File: config.mk
export PLATFORM = sky130hd
export DESIGN_NAME = sssu_top
export DESIGN_NICKNAME = d
export VERILOG_FILES = /design/src/design/sssu_pkg.sv /design/src/design/sssu_top.sv
export SDC_FILE = /design/constraint.sdc
export NUM_CORES = 1
export LEC_CHECK = 0
export ABC_CLOCK_PERIOD_IN_PS = 2600
export BUFFER_PORTS_ARGS = -buffer_cell sky130_fd_sc_hd__buf_2
export CAP_MARGIN = 20
export CORE_MARGIN = 2
export CORE_UTILIZATION = 51
export CTS_CLUSTER_SIZE = 14
export DETAILED_ROUTE_END_ITERATION = 10
export GPL_TIMING_DRIVEN = 0
export PLACE_DENSITY = 0.77
export SETUP_SLACK_MARGIN = 0.05
export SYNTH_ARGS = -nofsm -noshare
export SYNTH_HDL_FRONTEND = slang
export SYNTH_SLANG_ARGS = --single-unit
File: constraint.sdc
create_clock -name clk_sys -period 2.6 [get_ports clk_sys]
set_input_delay 0.26 -clock clk_sys [delete_from_list [all_inputs] [get_ports clk_sys]]
set_output_delay 0.26 -clock clk_sys [all_outputs]
set_load 0.01 [all_outputs]
File: src/design/sssu_pkg.sv
// constants shared by the serial shift unit: register map, fields, encodings
// assumes a 32-bit APB master; registers are aligned words
`default_nettype none
package sssu_pkg;
   // register byte offsets
   localparam logic [7:0] OFF_CTRL   = 8'h00;
   localparam logic [7:0] OFF_STATUS = 8'h04;
   localparam logic [7:0] OFF_DATA   = 8'h08;

   // control register fields
   localparam int CTRL_START    = 0;
   localparam int CTRL_ABORT    = 1;
   localparam int CTRL_ORDER    = 2;
   localparam int CTRL_MODE_LO  = 3;
   localparam int CTRL_CLK_LO   = 5;

   // status register fields
   localparam int ST_ACTIVE   = 0;
   localparam int ST_SHIFT    = 1;
   localparam int ST_TXEMPTY  = 2;
   localparam int ST_RXFULL   = 3;
   localparam int ST_TX_UNDERRUN_FLAG    = 4;
   localparam int ST_RX_OVERRUN_FLAG    = 5;

   // transfer mode and clock select encodings
   localparam logic [1:0] MODE_TX  = 2'h0;
   localparam logic [1:0] MODE_RX  = 2'h1;
   localparam logic [2:0] CLK_EXT  = 3'h7;
   localparam logic       ORDER_MSB = 1'h0;

   // bits per byte and reset values
   localparam logic [3:0] BITS_PER_BYTE = 4'h8;
   localparam logic       TXEMPTY_RST   = 1'h1;
   localparam logic       SCK_IDLE      = 1'h1;
   localparam logic       SO_IDLE       = 1'h1;

   // internal clock: half period in system cycles is HALF_BASE << select
   localparam int HALF_BASE_DEF = 4;
endpackage
`default_nettype wire

File: src/design/sssu_top.sv
// 8-bit synchronous serial shift unit, transmit-only and receive-only
// assumes APB master on clk_sys; shift clock pin internal or external
//
// Contract
// - order select 0: shift MSB first, bit 7 down to bit 0.
// - order select 1: shift LSB first, bit 0 up to bit 7.
// - mode 00 selects transmit-only operation.
// - mode 01 selects receive-only operation.
// - writing the transmit buffer clears the buffer-empty flag.
// - transfer-active flag rises with first shift clock falling edge after start.
// - transmit drives next bit on each falling shift clock edge.
// - receive samples next bit on each rising shift clock edge.
// - shift-active high from first to eighth falling edge of each byte.
// - buffer-empty set on rise after load; interrupt on next fall.
// - internal clock: transmit waits for buffer data before starting.
// - external clock: buffer loads on first falling edge after start.
// - internal clock: halt clock high when no data; resume within one cycle.
// - byte written before current ends follows with no gap.
// - external underrun sets transmit error, output high, then interrupt.
// - clearing start finishes current byte, clears active, output high.
// - abort stops at once and reinitialises start, flags and buffers.
// - after 8 bits copy to buffer, set full, interrupt; read clears.
// - internal clock receive halts after byte until buffer read.
// - external overrun sets receive error, ignores data; second read shows shifter.
// - clearing receive error after read clears full; interrupts held meanwhile.
// - clock select 111 external; else internal, pin high between transfers.
// - error flags clear only by writing 0 or abort.
`default_nettype none
module sssu_top #(
   parameter int HALF_BASE = sssu_pkg::HALF_BASE_DEF
) (
   // clock and reset
   input  wire logic        clk_sys,
   input  wire logic        rst_n,
   // apb slave
   input  wire logic        psel,
   input  wire logic        penable,
   input  wire logic        pwrite,
   input  wire logic [7:0]  paddr,
   input  wire logic [31:0] pwdata,
   output var  logic [31:0] prdata,
   output var  logic        pready,
   output var  logic        pslverr,
   // serial pins
   input  wire logic        sckIn,
   output var  logic        sckOut,
   output var  logic        sckOe,
   input  wire logic        serialIn,
   output var  logic        serialOut,
   // event
   output var  logic        serialIrq
);

////////////////////////////////////////////////////////////////////////////////
// reset release and pin synchronisers

   logic rstS1, rstS2;
   always_ff @(posedge clk_sys or negedge rst_n) begin
      if (!rst_n) begin
         rstS1 <= 1'h0;
         rstS2 <= 1'h0;
      end else begin
         rstS1 <= 1'h1;
         rstS2 <= rstS1;
      end
   end
   wire logic rstLocal_n = rstS2;

   // third stage only feeds the edge detector, never the first stage
   logic sckS1, sckS2, sckS3, siS1, siS2;
   always_ff @(posedge clk_sys or negedge rstLocal_n) begin
      if (!rstLocal_n) begin
         sckS1 <= 1'h1;
         sckS2 <= 1'h1;
         sckS3 <= 1'h1;
         siS1  <= 1'h1;
         siS2  <= 1'h1;
      end else begin
         sckS1 <= sckIn;
         sckS2 <= sckS1;
         sckS3 <= sckS2;
         siS1  <= serialIn;
         siS2  <= siS1;
      end
   end

////////////////////////////////////////////////////////////////////////////////
// state

   logic        start, order, txEmpty, rxFull, tx_underrun_flag, rx_overrun_flag, active, shiftActive;
   logic        txfPend, irqArm, rxReadOnce, sckInt;
   logic [1:0]  mode;
   logic [2:0]  clkSel;
   logic [3:0]  bitCnt;
   logic [7:0]  txBuf, rxBuf, shiftReg;
   logic [15:0] divCnt;

   logic        next_start, next_order, next_txEmpty, next_rxFull, next_tx_underrun_flag;
   logic        next_rx_overrun_flag, next_active, next_shiftActive, next_txfPend, next_irqArm;
   logic        next_rxReadOnce, next_sckInt, next_sckOe, next_serialOut, next_serialIrq;
   logic        next_pready, next_pslverr;
   logic [1:0]  next_mode;
   logic [2:0]  next_clkSel;
   logic [3:0]  next_bitCnt;
   logic [7:0]  next_txBuf, next_rxBuf, next_shiftReg;
   logic [15:0] next_divCnt;
   logic [31:0] next_prdata;

////////////////////////////////////////////////////////////////////////////////
// decode and shift clock events

   logic        extClk, modeTx, modeOk, running, genEnable, intFall, intRise;
   logic        fallEv, riseEv, apbDone, apbWr, apbRd, abortWr;
   logic [15:0] half;
   logic [7:0]  rxNext;

   always_comb begin
      extClk  = (clkSel == sssu_pkg::CLK_EXT);
      modeTx  = (mode == sssu_pkg::MODE_TX);
      modeOk  = modeTx || (mode == sssu_pkg::MODE_RX);
      half    = 16'(HALF_BASE) << clkSel;
      // internal clock runs only mid-byte or when the next byte can go
      genEnable = (bitCnt != 4'h0)
                  || (start && modeOk && (modeTx ? !txEmpty : !rxFull));
      running = !extClk && genEnable;
      intFall = running && (divCnt == half - 16'h1) && sckInt;
      intRise = running && (divCnt == half - 16'h1) && !sckInt;
      fallEv  = extClk ? (!sckS2 && sckS3) : intFall;
      riseEv  = extClk ? (sckS2 && !sckS3) : intRise;
      // receive shift direction
      rxNext  = (order == sssu_pkg::ORDER_MSB) ? {shiftReg[6:0], siS2}
                                               : {siS2, shiftReg[7:1]};
      apbDone = psel && penable && pready;
      apbWr   = apbDone && pwrite;
      apbRd   = apbDone && !pwrite;
      abortWr = apbWr && (paddr == sssu_pkg::OFF_CTRL) && pwdata[sssu_pkg::CTRL_ABORT];
   end

////////////////////////////////////////////////////////////////////////////////
// next state

   always_comb begin
      next_start       = start;
      next_order       = order;
      next_mode        = mode;
      next_clkSel      = clkSel;
      next_txEmpty     = txEmpty;
      next_rxFull      = rxFull;
      next_tx_underrun_flag       = tx_underrun_flag;
      next_rx_overrun_flag       = rx_overrun_flag;
      next_active      = active;
      next_shiftActive = shiftActive;
      next_txfPend     = txfPend;
      next_irqArm      = irqArm;
      next_rxReadOnce  = rxReadOnce;
      next_bitCnt      = bitCnt;
      next_txBuf       = txBuf;
      next_rxBuf       = rxBuf;
      next_shiftReg    = shiftReg;
      next_serialOut   = serialOut;
      next_serialIrq   = 1'h0;
      next_sckOe       = !extClk;
      next_divCnt      = 16'h0;
      next_sckInt      = sssu_pkg::SCK_IDLE;

      // internal divider; parks high when halted
      if (running) begin
         if (divCnt == half - 16'h1) begin
            next_sckInt = !sckInt;
         end else begin
            next_divCnt = divCnt + 16'h1;
            next_sckInt = sckInt;
         end
      end

      // software side effects first so hardware sets win
      if (apbWr && paddr == sssu_pkg::OFF_CTRL) begin
         next_start  = pwdata[sssu_pkg::CTRL_START];
         next_order  = pwdata[sssu_pkg::CTRL_ORDER];
         next_mode   = pwdata[sssu_pkg::CTRL_MODE_LO +: 2];
         next_clkSel = pwdata[sssu_pkg::CTRL_CLK_LO +: 3];
      end
      if (apbWr && paddr == sssu_pkg::OFF_STATUS) begin
         if (!pwdata[sssu_pkg::ST_TX_UNDERRUN_FLAG]) begin
            next_tx_underrun_flag = 1'h0;
         end
         if (!pwdata[sssu_pkg::ST_RX_OVERRUN_FLAG]) begin
            next_rx_overrun_flag      = 1'h0;
            next_rxReadOnce = 1'h0;
            if (rx_overrun_flag && rxReadOnce) begin
               next_rxFull = 1'h0;
            end
         end
      end
      // a write while the buffer is still full is dropped
      if (apbWr && paddr == sssu_pkg::OFF_DATA && txEmpty) begin
         next_txBuf   = pwdata[7:0];
         next_txEmpty = 1'h0;
      end
      if (apbRd && paddr == sssu_pkg::OFF_DATA) begin
         if (rx_overrun_flag) begin
            next_rxReadOnce = 1'h1;
         end else begin
            next_rxFull = 1'h0;
         end
      end

      // graceful stop between bytes
      if (!start && bitCnt == 4'h0) begin
         next_active = 1'h0;
      end

      // falling shift clock edge
      if (fallEv) begin
         if (irqArm) begin
            next_irqArm    = 1'h0;
            next_serialIrq = !rx_overrun_flag;
         end
         if (bitCnt == 4'h0) begin
            if (start && modeOk) begin
               next_active      = 1'h1;
               next_shiftActive = 1'h1;
               next_bitCnt      = 4'h1;
               if (modeTx) begin
                  if (txEmpty) begin
                     next_tx_underrun_flag     = 1'h1;
                     next_irqArm    = 1'h1;
                     next_serialOut = sssu_pkg::SO_IDLE;
                  end else begin
                     next_txfPend   = 1'h1;
                     if (order == sssu_pkg::ORDER_MSB) begin
                        next_serialOut = txBuf[7];
                        next_shiftReg  = {txBuf[6:0], 1'h0};
                     end else begin
                        next_serialOut = txBuf[0];
                        next_shiftReg  = {1'h0, txBuf[7:1]};
                     end
                  end
               end
            end
         end else if (bitCnt < sssu_pkg::BITS_PER_BYTE) begin
            next_bitCnt = bitCnt + 4'h1;
            if (bitCnt == sssu_pkg::BITS_PER_BYTE - 4'h1) begin
               next_shiftActive = 1'h0;
            end
            if (modeTx && !tx_underrun_flag) begin
               if (order == sssu_pkg::ORDER_MSB) begin
                  next_serialOut = shiftReg[7];
                  next_shiftReg  = {shiftReg[6:0], 1'h0};
               end else begin
                  next_serialOut = shiftReg[0];
                  next_shiftReg  = {1'h0, shiftReg[7:1]};
               end
            end
         end
      end

      // rising shift clock edge
      if (riseEv) begin
         if (txfPend) begin
            next_txfPend = 1'h0;
            next_txEmpty = 1'h1;
            next_irqArm  = 1'h1;
         end
         if (bitCnt != 4'h0 && !modeTx && !rx_overrun_flag) begin
            next_shiftReg = rxNext;
         end
         if (bitCnt == sssu_pkg::BITS_PER_BYTE) begin
            next_bitCnt = 4'h0;
            if (!modeTx && !rx_overrun_flag) begin
               if (!rxFull) begin
                  next_rxBuf     = rxNext;
                  next_rxFull    = 1'h1;
                  next_serialIrq = 1'h1;
               end else if (extClk) begin
                  next_rx_overrun_flag     = 1'h1;
                  next_serialIrq = 1'h1;
               end
            end
            if (!start) begin
               next_active    = 1'h0;
               next_serialOut = sssu_pkg::SO_IDLE;
            end
         end
      end
      if (tx_underrun_flag) begin
         next_serialOut = sssu_pkg::SO_IDLE;
      end

      // abort overrides everything
      if (apbWr && paddr == sssu_pkg::OFF_CTRL && pwdata[sssu_pkg::CTRL_ABORT]) begin
         next_start       = 1'h0;
         next_txEmpty     = sssu_pkg::TXEMPTY_RST;
         next_rxFull      = 1'h0;
         next_tx_underrun_flag       = 1'h0;
         next_rx_overrun_flag       = 1'h0;
         next_active      = 1'h0;
         next_shiftActive = 1'h0;
         next_txfPend     = 1'h0;
         next_irqArm      = 1'h0;
         next_rxReadOnce  = 1'h0;
         next_bitCnt      = 4'h0;
         next_txBuf       = 8'h00;
         next_rxBuf       = 8'h00;
         next_shiftReg    = 8'h00;
         next_serialOut   = sssu_pkg::SO_IDLE;
         next_serialIrq   = 1'h0;
         next_divCnt      = 16'h0;
         next_sckInt      = sssu_pkg::SCK_IDLE;
      end

      // apb: one wait state so read data comes from a flop
      next_pready  = 1'h0;
      next_pslverr = 1'h0;
      next_prdata  = 32'h0;
      if (psel && penable && !pready) begin
         next_pready = 1'h1;
         unique case (paddr)
            sssu_pkg::OFF_CTRL: begin
               next_prdata[sssu_pkg::CTRL_START]      = start;
               next_prdata[sssu_pkg::CTRL_ORDER]      = order;
               next_prdata[sssu_pkg::CTRL_MODE_LO +: 2] = mode;
               next_prdata[sssu_pkg::CTRL_CLK_LO +: 3]  = clkSel;
            end
            sssu_pkg::OFF_STATUS: begin
               next_prdata[sssu_pkg::ST_ACTIVE]  = active;
               next_prdata[sssu_pkg::ST_SHIFT]   = shiftActive;
               next_prdata[sssu_pkg::ST_TXEMPTY] = txEmpty;
               next_prdata[sssu_pkg::ST_RXFULL]  = rxFull;
               next_prdata[sssu_pkg::ST_TX_UNDERRUN_FLAG]   = tx_underrun_flag;
               next_prdata[sssu_pkg::ST_RX_OVERRUN_FLAG]   = rx_overrun_flag;
            end
            sssu_pkg::OFF_DATA: begin
               next_prdata[7:0] = (rx_overrun_flag && rxReadOnce) ? shiftReg : rxBuf;
            end
            default: begin
               next_pslverr = 1'h1;
            end
         endcase
      end
   end

////////////////////////////////////////////////////////////////////////////////
// registers

   always_ff @(posedge clk_sys or negedge rstLocal_n) begin
      if (!rstLocal_n) begin
         start       <= 1'h0;
         order       <= 1'h0;
         mode        <= 2'h0;
         clkSel      <= 3'h0;
         txEmpty     <= sssu_pkg::TXEMPTY_RST;
         rxFull      <= 1'h0;
         tx_underrun_flag       <= 1'h0;
         rx_overrun_flag       <= 1'h0;
         active      <= 1'h0;
         shiftActive <= 1'h0;
         txfPend     <= 1'h0;
         irqArm      <= 1'h0;
         rxReadOnce  <= 1'h0;
         bitCnt      <= 4'h0;
         txBuf       <= 8'h00;
         rxBuf       <= 8'h00;
         shiftReg    <= 8'h00;
         divCnt      <= 16'h0;
         sckInt      <= sssu_pkg::SCK_IDLE;
         sckOe       <= 1'h1;
         serialOut   <= sssu_pkg::SO_IDLE;
         serialIrq   <= 1'h0;
         pready      <= 1'h0;
         pslverr     <= 1'h0;
         prdata      <= 32'h0;
      end else begin
         start       <= next_start;
         order       <= next_order;
         mode        <= next_mode;
         clkSel      <= next_clkSel;
         txEmpty     <= next_txEmpty;
         rxFull      <= next_rxFull;
         tx_underrun_flag       <= next_tx_underrun_flag;
         rx_overrun_flag       <= next_rx_overrun_flag;
         active      <= next_active;
         shiftActive <= next_shiftActive;
         txfPend     <= next_txfPend;
         irqArm      <= next_irqArm;
         rxReadOnce  <= next_rxReadOnce;
         bitCnt      <= next_bitCnt;
         txBuf       <= next_txBuf;
         rxBuf       <= next_rxBuf;
         shiftReg    <= next_shiftReg;
         divCnt      <= next_divCnt;
         sckInt      <= next_sckInt;
         sckOe       <= next_sckOe;
         serialOut   <= next_serialOut;
         serialIrq   <= next_serialIrq;
         pready      <= next_pready;
         pslverr     <= next_pslverr;
         prdata      <= next_prdata;
      end
   end
   assign sckOut = sckInt;
endmodule
`default_nettype wire

After elaboration in Yosys (flattened, before gate mapping)
Index checks and enable logic that the tools add are counted.
W data, S select, Z words.
{"block": "totals", "regBits": 81, "out_inout_bits": 38}
{"block": "op_classes", "muxes": 134, "n_reduce_logical": 54, "n_addsub": 3, "n_shift": 1, "eq_ne": 10, "order_cmp": 1}
{"cell": "$mux W8", "count": 22}
{"cell": "$mux W1", "count": 98}
{"cell": "$mux W16", "count": 3}
{"cell": "$mux W4", "count": 7}
{"cell": "$logic_and A1 B1 Y1", "count": 25}
{"cell": "$add A16 B1 Y16 const B", "count": 1}
{"cell": "$eq A16 B16 Y1", "count": 1}
{"cell": "$shl A3 B3 Y16 const A", "count": 1}
{"cell": "$sub A16 B1 Y16 const B", "count": 1}
{"cell": "$logic_not A1 Y1", "count": 12}
{"cell": "$pmux W4 S3", "count": 1}
{"cell": "$reduce_bool A2 Y1", "count": 6}
{"cell": "$eq A8 B3 Y1 const B", "count": 1}
{"cell": "$eq A8 B4 Y1 const B", "count": 1}
{"cell": "$logic_not A8 Y1", "count": 1}
{"cell": "$reduce_and A4 Y1", "count": 2}
{"cell": "$reduce_bool A3 Y1", "count": 2}
{"cell": "$add A4 B1 Y4 const B", "count": 1}
{"cell": "$eq A4 B3 Y1 const B", "count": 1}
{"cell": "$eq A4 B4 Y1 const B", "count": 1}
{"cell": "$logic_not A4 Y1", "count": 1}
{"cell": "$lt A4 B4 Y1 const B", "count": 1}
{"cell": "$pmux W2 S2", "count": 1}
{"cell": "$reduce_bool A4 Y1", "count": 1}
{"cell": "10 further kinds", "count": 11}

Longest topological paths before layout
{"block": "depth", "ltp_word": 16, "mapped_depth": 13}

Least setup slack after synthesis
OpenSTA, ideal clock, no wires.
{"block": "synth_path", "path_type": "reg-to-reg", "from": "reg clkSel[0]", "to": "reg irqArm", "path_stages_with_launch": 11, "period_less_slack_ps": 2950, "n_path_buf": 1, "arrival_ps": 2875, "slack_ps": -350, "path_cell_list": "dfrtp_1 > buf_6 > or3_4 > ha_1 > nor3b_2 > nor4_1 > o2111ai_1 > nor4_4 > o21bai_2 > or4_4 > a21oi_2"}
{"block": "synth_between", "elab_chain_len": 10}
{"item": "from (decl)", "line_no": "sssu_top.sv:93", "source": "logic [2:0] clkSel;"}
{"item": "from (signal assigned)", "line_no": "sssu_top.sv:377", "source": "clkSel <= next_clkSel;"}
{"item": "$shl A3 B3 Y16 or $eq A3 B3 Y1 (tied branches)", "line_no": "sssu_top.sv:121, sssu_top.sv:118"}
{"item": "$sub A16 B1 Y16 or $logic_not A1 Y1 (tied branches)", "line_no": "sssu_top.sv:126, sssu_top.sv:127, sssu_top.sv:125"}
{"item": "$eq A16 B16 Y1 or $logic_and A1 B1 Y1 (tied branches)", "line_no": "sssu_top.sv:126, sssu_top.sv:127, sssu_top.sv:125"}
{"item": "$logic_and A1 B1 Y1", "line_no": "sssu_top.sv:126, sssu_top.sv:127"}
{"item": "$logic_and A1 B1 Y1", "line_no": "sssu_top.sv:126", "source": "intFall = running && (divCnt == half - 16'h1) && sckInt;"}
{"item": "$mux W1", "line_no": "sssu_top.sv:128", "source": "fallEv = extClk ? (!sckS2 && sckS3) : intFall;"}
{"item": "$mux W1", "line_no": "sssu_top.sv:214", "source": "if (fallEv) begin"}
{"item": "$mux W1", "line_no": "sssu_top.sv:260", "source": "if (txfPend) begin"}
{"item": "$mux W1 *", "line_no": "sssu_top.sv:259", "source": "if (riseEv) begin"}
{"item": "$mux W1 *", "line_no": "sssu_top.sv:291", "source": "if (apbWr && paddr == sssu_pkg::OFF_CTRL && pwdata[sssu_pkg::CTRL_ABORT]) begin"}
{"item": "net next_irqArm", "line_no": "sssu_top.sv:99", "source": "logic next_rx_overrun_flag, next_active, next_shiftActive, next_txfPend, next_irqArm;"}
{"item": "to (signal assigned)", "line_no": "sssu_top.sv:385", "source": "irqArm <= next_irqArm;"}
{"item": "to (decl)", "line_no": "sssu_top.sv:91", "source": "logic txfPend, irqArm, rxReadOnce, sckInt;"}
The timed path passes the listed nets; every way through them passes the cells marked *.
A chain may end at the register's enable or synchronous reset.

Worst setup path in the final report
{"block": "layout_path", "from": "reg clkSel[1]", "to": "reg serialIrq"}
{"block": "layout_between", "elab_chain_len": 13}
{"item": "$shl A3 B3 Y16 or $eq A3 B3 Y1 (tied branches)", "line_no": "sssu_top.sv:121, sssu_top.sv:118"}
{"item": "$sub A16 B1 Y16 or $logic_not A1 Y1 (tied branches)", "line_no": "sssu_top.sv:126, sssu_top.sv:127, sssu_top.sv:125"}
{"item": "$eq A16 B16 Y1 or $logic_and A1 B1 Y1 (tied branches)", "line_no": "sssu_top.sv:126, sssu_top.sv:127, sssu_top.sv:125"}
{"item": "$logic_and A1 B1 Y1", "line_no": "sssu_top.sv:126, sssu_top.sv:127"}
{"item": "$logic_and A1 B1 Y1", "line_no": "sssu_top.sv:126"}
{"item": "$mux W1", "line_no": "sssu_top.sv:128"}
{"item": "$mux W1", "line_no": "sssu_top.sv:214"}
{"item": "$mux W1", "line_no": "sssu_top.sv:275", "source": "end else if (extClk) begin"}
{"item": "$mux W1", "line_no": "sssu_top.sv:271", "source": "if (!rxFull) begin"}
{"item": "$mux W1", "line_no": "sssu_top.sv:270", "source": "if (!modeTx && !rx_overrun_flag) begin"}
{"item": "$mux W1", "line_no": "sssu_top.sv:268", "source": "if (bitCnt == sssu_pkg::BITS_PER_BYTE) begin"}
{"item": "$mux W1 *", "line_no": "sssu_top.sv:259"}
{"item": "$mux W1 *", "line_no": "sssu_top.sv:291"}
{"item": "net next_serialIrq", "line_no": "sssu_top.sv:100", "source": "logic next_rxReadOnce, next_sckInt, next_sckOe, next_serialOut, next_serialIrq;"}
{"item": "to (signal assigned)", "line_no": "sssu_top.sv:395", "source": "serialIrq <= next_serialIrq;"}
{"item": "to (decl)", "line_no": "sssu_top.sv:51", "source": "output var logic serialIrq"}
Marked as above.

==> metrics.yaml <==
run_status:
  status: "complete, but fails checks"
  violations: "negative setup slack"
grt:
  antenna_found_initial: 0
  grt_overflow_total: 0
  grt_pass1_wl_um: 19900
  maximum_number_of_pins_on_one_net_before_global_route_repair: 61
  global_route.usage.total_pct: 25.6
  grt_pass1_vias: 3984
final_layout:
  insertedDiodeCount: 0
  post-route-util_pct: 68.1
  signed_area_change_from_the_synthesized_netlist_to_the_final_layout_pct: 30.1
  final-seq-area_sq_um: 2040
  drive_gt1_share_pct: 37.3
  final.fill_count: 628
  postLayoutCellArea_sq_um: 5940
  design.final.nets: 628
  instances_no_fill: 690
  multiInputGateArea_sq_um: 2650
sta:
  setup_slack_ps: -450
  tns_ps: -12340
  worst-slew-pin-transition_ps: 851
  layout_min_cycle_time_ps: 3050
  report.final.slew_viol_count: 0
  clock.fmax_mhz: 328
  relSlewSlack_pct: 42.9
  worst_hold_slack_ps: 113
  finalHoldViolations: 0
  grt_setup_unrepaired: "yes"
  finalCritPeriodShare_pct: 117
  finalClockSkew_ps: 17.9
  final-setup-viol-count: 45
power_and_ir_drop:
  p_clk_share_pct: 25.5
  sw_share_pct: 34.2
  ir_drop_uv: 460
  power_leakage_nw: 2.54
  combPwrFrac_pct: 32.2
  intPower_w: 0.00239
  sequentialPowerShare_pct: 42.3
  net-switching-power_w: 0.00124
  p_per_area_nw_per_um2: 611
synthesis:
  synth-edff-count: 0
  synth_area_in_simple_gates_pct: 22.1
  ys.warnings.count: 0
  synthFlopType: "sky130_fd_sc_hd__dfrtp_1"
  synth.avg_cell_area_sq_um: 9.73
  yosys_register_bits: 81
  post_synthesis_sequential_area_ratio_pct: 44.7
  synth_compound_area_share_pct: 13.2
  synth.area.mux_share_pct: 7.84
  synth_xor_xnor_area_share_pct: 3.84
  synthAdderAreaFrac_pct: 1.10
  netlist_area_sq_um: 4560
  synthDistinctLibCells: 69
  synth_cells: 469
  ys_async_sr_fraction_pct: 100
  dominant_combinational_cell_family_by_area_after_synthesis: "simple AND/OR/NAND/NOR gates"
routing:
  firstDrtPassIters: 6
  post_drt_via_cell_ratio: 6.11
  drt-initial-drc-count: 465
  drcViolationCount: 0
  drtAntennaViolNets: 0
  wl_um: 13000
  via_count_of_the_routed_design: 4216
  routed_wire_length_per_instance_um: 18.8
floorplan:
  core_area_sq_um: 8720
  std_cell_rows: 34
  dieWidth_um: 98.6
  top_level_ports: 85
  initial_utilization_pct: 52.3
  die_area_sq_um: 9720
  floorplan.die.height_um: 98.6
placement:
  place.gp.congestion: 0.946
  place.port_buffers: 36
  post-place-cells: 637
  place_area_sq_um: 5090
  post-dp-hpwl_um: 8200
cts:
  clkSlewWorstSetupHoldPaths_ps: 90
  cts_h_tree_depth: 3
  cts_tree: "built"
  tritoncts.num_buffers: 9
  cts.sinks: 81
  maximum_number_of_buffers_from_clock_root_to_sink: 2
  clock_latency_ps: 370
  ctsRootBufferMaster: "sky130_fd_sc_hd__clkbuf_8"
min_path:
  hp-class: "input port to flip-flop"
  hold_path_depth: 3
setup_path:
  cp.required_ps: 2870
  timing.reg2reg.worst_path_depth: 10
  critical_path_class: "flip-flop to flip-flop"
  worstPathMaxFanout: 6
  crit_path_end_kind: "flip-flop"
  critPathArrivalTime_ps: 3320
  worstSetupStartpointType: "flip-flop"
run:
  maxCapViolCount: 0
[path summary, 6_finish.rpt]
| check | to | slack (ps) | from |
|---|---|---|---|
| min reg2reg | shiftReg[2] | 210 | rstLocal_n |
| max | serialIrq | -450 | clkSel[1] |
| min in group asynchronous | shiftReg[2] | 210 | rstLocal_n |
| max in group asynchronous | txEmpty | 1730 | rstLocal_n |
| max reg2reg | serialIrq | -450 | clkSel[1] |
| min | txBuf[6] | 110 | pwdata[6] |
[final cells by class]
type	instances	share of cell area, %
clock buffer	11	2.21
multi-input combinational	355	44.6
tap	108	2.28
buffer	47	5.63
inverter	9	0.569
sequential	81	34.4
timing repair buffer	74	9.38
clock inverter	5	0.948
[routing by layer]
layer / wire length, um / track usage (%) / up-vias
met1: 5040 / 32.7 / 2024
met3: 1140 / 6.52 / 60
met5: 0 / 0 / -
met4: 517 / 10.2 / 0
met2: 6300 / 41.9 / 273
li1: - / - / 1859
[Yosys cell counts, types with 5 or more instances]
cell type,count,area (sq um)
sky130_fd_sc_hd__xor2_1,9,78.8
sky130_fd_sc_hd__dfrtp_1,72,1800
sky130_fd_sc_hd__nor3b_1,5,37.5
sky130_fd_sc_hd__mux2i_1,20,200
sky130_fd_sc_hd__nor2b_1,5,31.3
sky130_fd_sc_hd__nand3_1,18,90.1
sky130_fd_sc_hd__buf_4,26,195
sky130_fd_sc_hd__clkbuf_1,14,52.6
sky130_fd_sc_hd__o21ai_0,15,75.1
sky130_fd_sc_hd__nor2_1,49,184
sky130_fd_sc_hd__nand2_1,49,184
sky130_fd_sc_hd__a211oi_1,12,90.1
sky130_fd_sc_hd__or3_1,9,56.3
sky130_fd_sc_hd__a21oi_1,9,45.0
sky130_fd_sc_hd__nor3_1,6,30.0
sky130_fd_sc_hd__and3_1,10,62.6
sky130_fd_sc_hd__nand2b_1,5,31.3
sky130_fd_sc_hd__inv_1,9,33.8
sky130_fd_sc_hd__xnor2_1,11,96.3
sky130_fd_sc_hd__a22oi_1,5,37.5
sky130_fd_sc_hd__dfstp_2,9,236
sky130_fd_sc_hd__o221ai_1,5,43.8
sky130_fd_sc_hd__mux2_2,14,158
[cells by family (layout without fill, tap and decap cells)]
family	after synthesis	after routing
multiplexers	34	34
XOR/XNOR	20	20
adder cells (fa/ha/maj)	4	4
AND/OR/NAND/NOR	190	190
buffers and inverters	56	146
AO/OA/AOI/OAI	82	82
flip-flops	81	81
other	2	25
[power by group through the flow]
stage	logic, W	clock network [W]	registers [W]
global route	0.00127	0.000982	0.00155
global placement	0.000696	0	0.00155
finish	0.00117	0.000925	0.00153
floorplan	0.000566	0	0.00151
detailed placement	0.000746	0	0.00154
CTS	0.000856	0.000940	0.00151
[placed cells by master (no fill, tap or decap), drive strengths merged, types with 5 or more instances in the layout]
cell    count
a21oi      11
o21ai      15
inv        10
nand2b      5
conb       25
nor2b       5
xor2        9
o221ai      5
buf       105
clkbuf     24
and3       10
nor3        8
nand2      49
a22oi       5
xnor2      11
nor3b       7
or3        11
dfrtp      72
mux2i      20
nor4        5
nand3      18
dfstp       9
nor2       50
mux2       14
a211oi     12
[flip-flops by register name, summed over array words and instances (netlist names), 2 cells and up]
name,cells
shiftReg,8
txBuf,8
clkSel,3
rxBuf,8
bitCnt,4
mode,2
divCnt,16
prdata,8
[worst max-delay path, stage by stage (launching register included)]
cell	delay (ps)
sky130_fd_sc_hd__dfrtp_2	430
sky130_fd_sc_hd__buf_6	120
sky130_fd_sc_hd__or3_4	380
sky130_fd_sc_hd__ha_4	210
sky130_fd_sc_hd__nor4bb_4	310
sky130_fd_sc_hd__o31a_1	210
sky130_fd_sc_hd__o2111ai_2	190
sky130_fd_sc_hd__or3_4	480
sky130_fd_sc_hd__o21ai_0	220
sky130_fd_sc_hd__nand3_1	150
sky130_fd_sc_hd__a21oi_2	240
[metrics by stage]
step           total power (W)  worst slack, ps
2_1_floorplan          0.00208             -265
3_3_place_gp           0.00224             -680
3_5_place_dp           0.00228             -583
4_1_cts                0.00331             -346
5_1_grt                0.00380             -561
6_report               0.00363             -450
[timing repair]
action | in CTS | in global routing
gates resized for setup | 37 | 61
setup buffers | 22 | 13
setup endpoints to repair | 46 | 46
pin swaps | 20 | 25
gates cloned | 3 | 1
hold buffers | 3 | 0
hold endpoints to repair | 4 | 0
No activity file was read; power rests on OpenSTA's default activity.
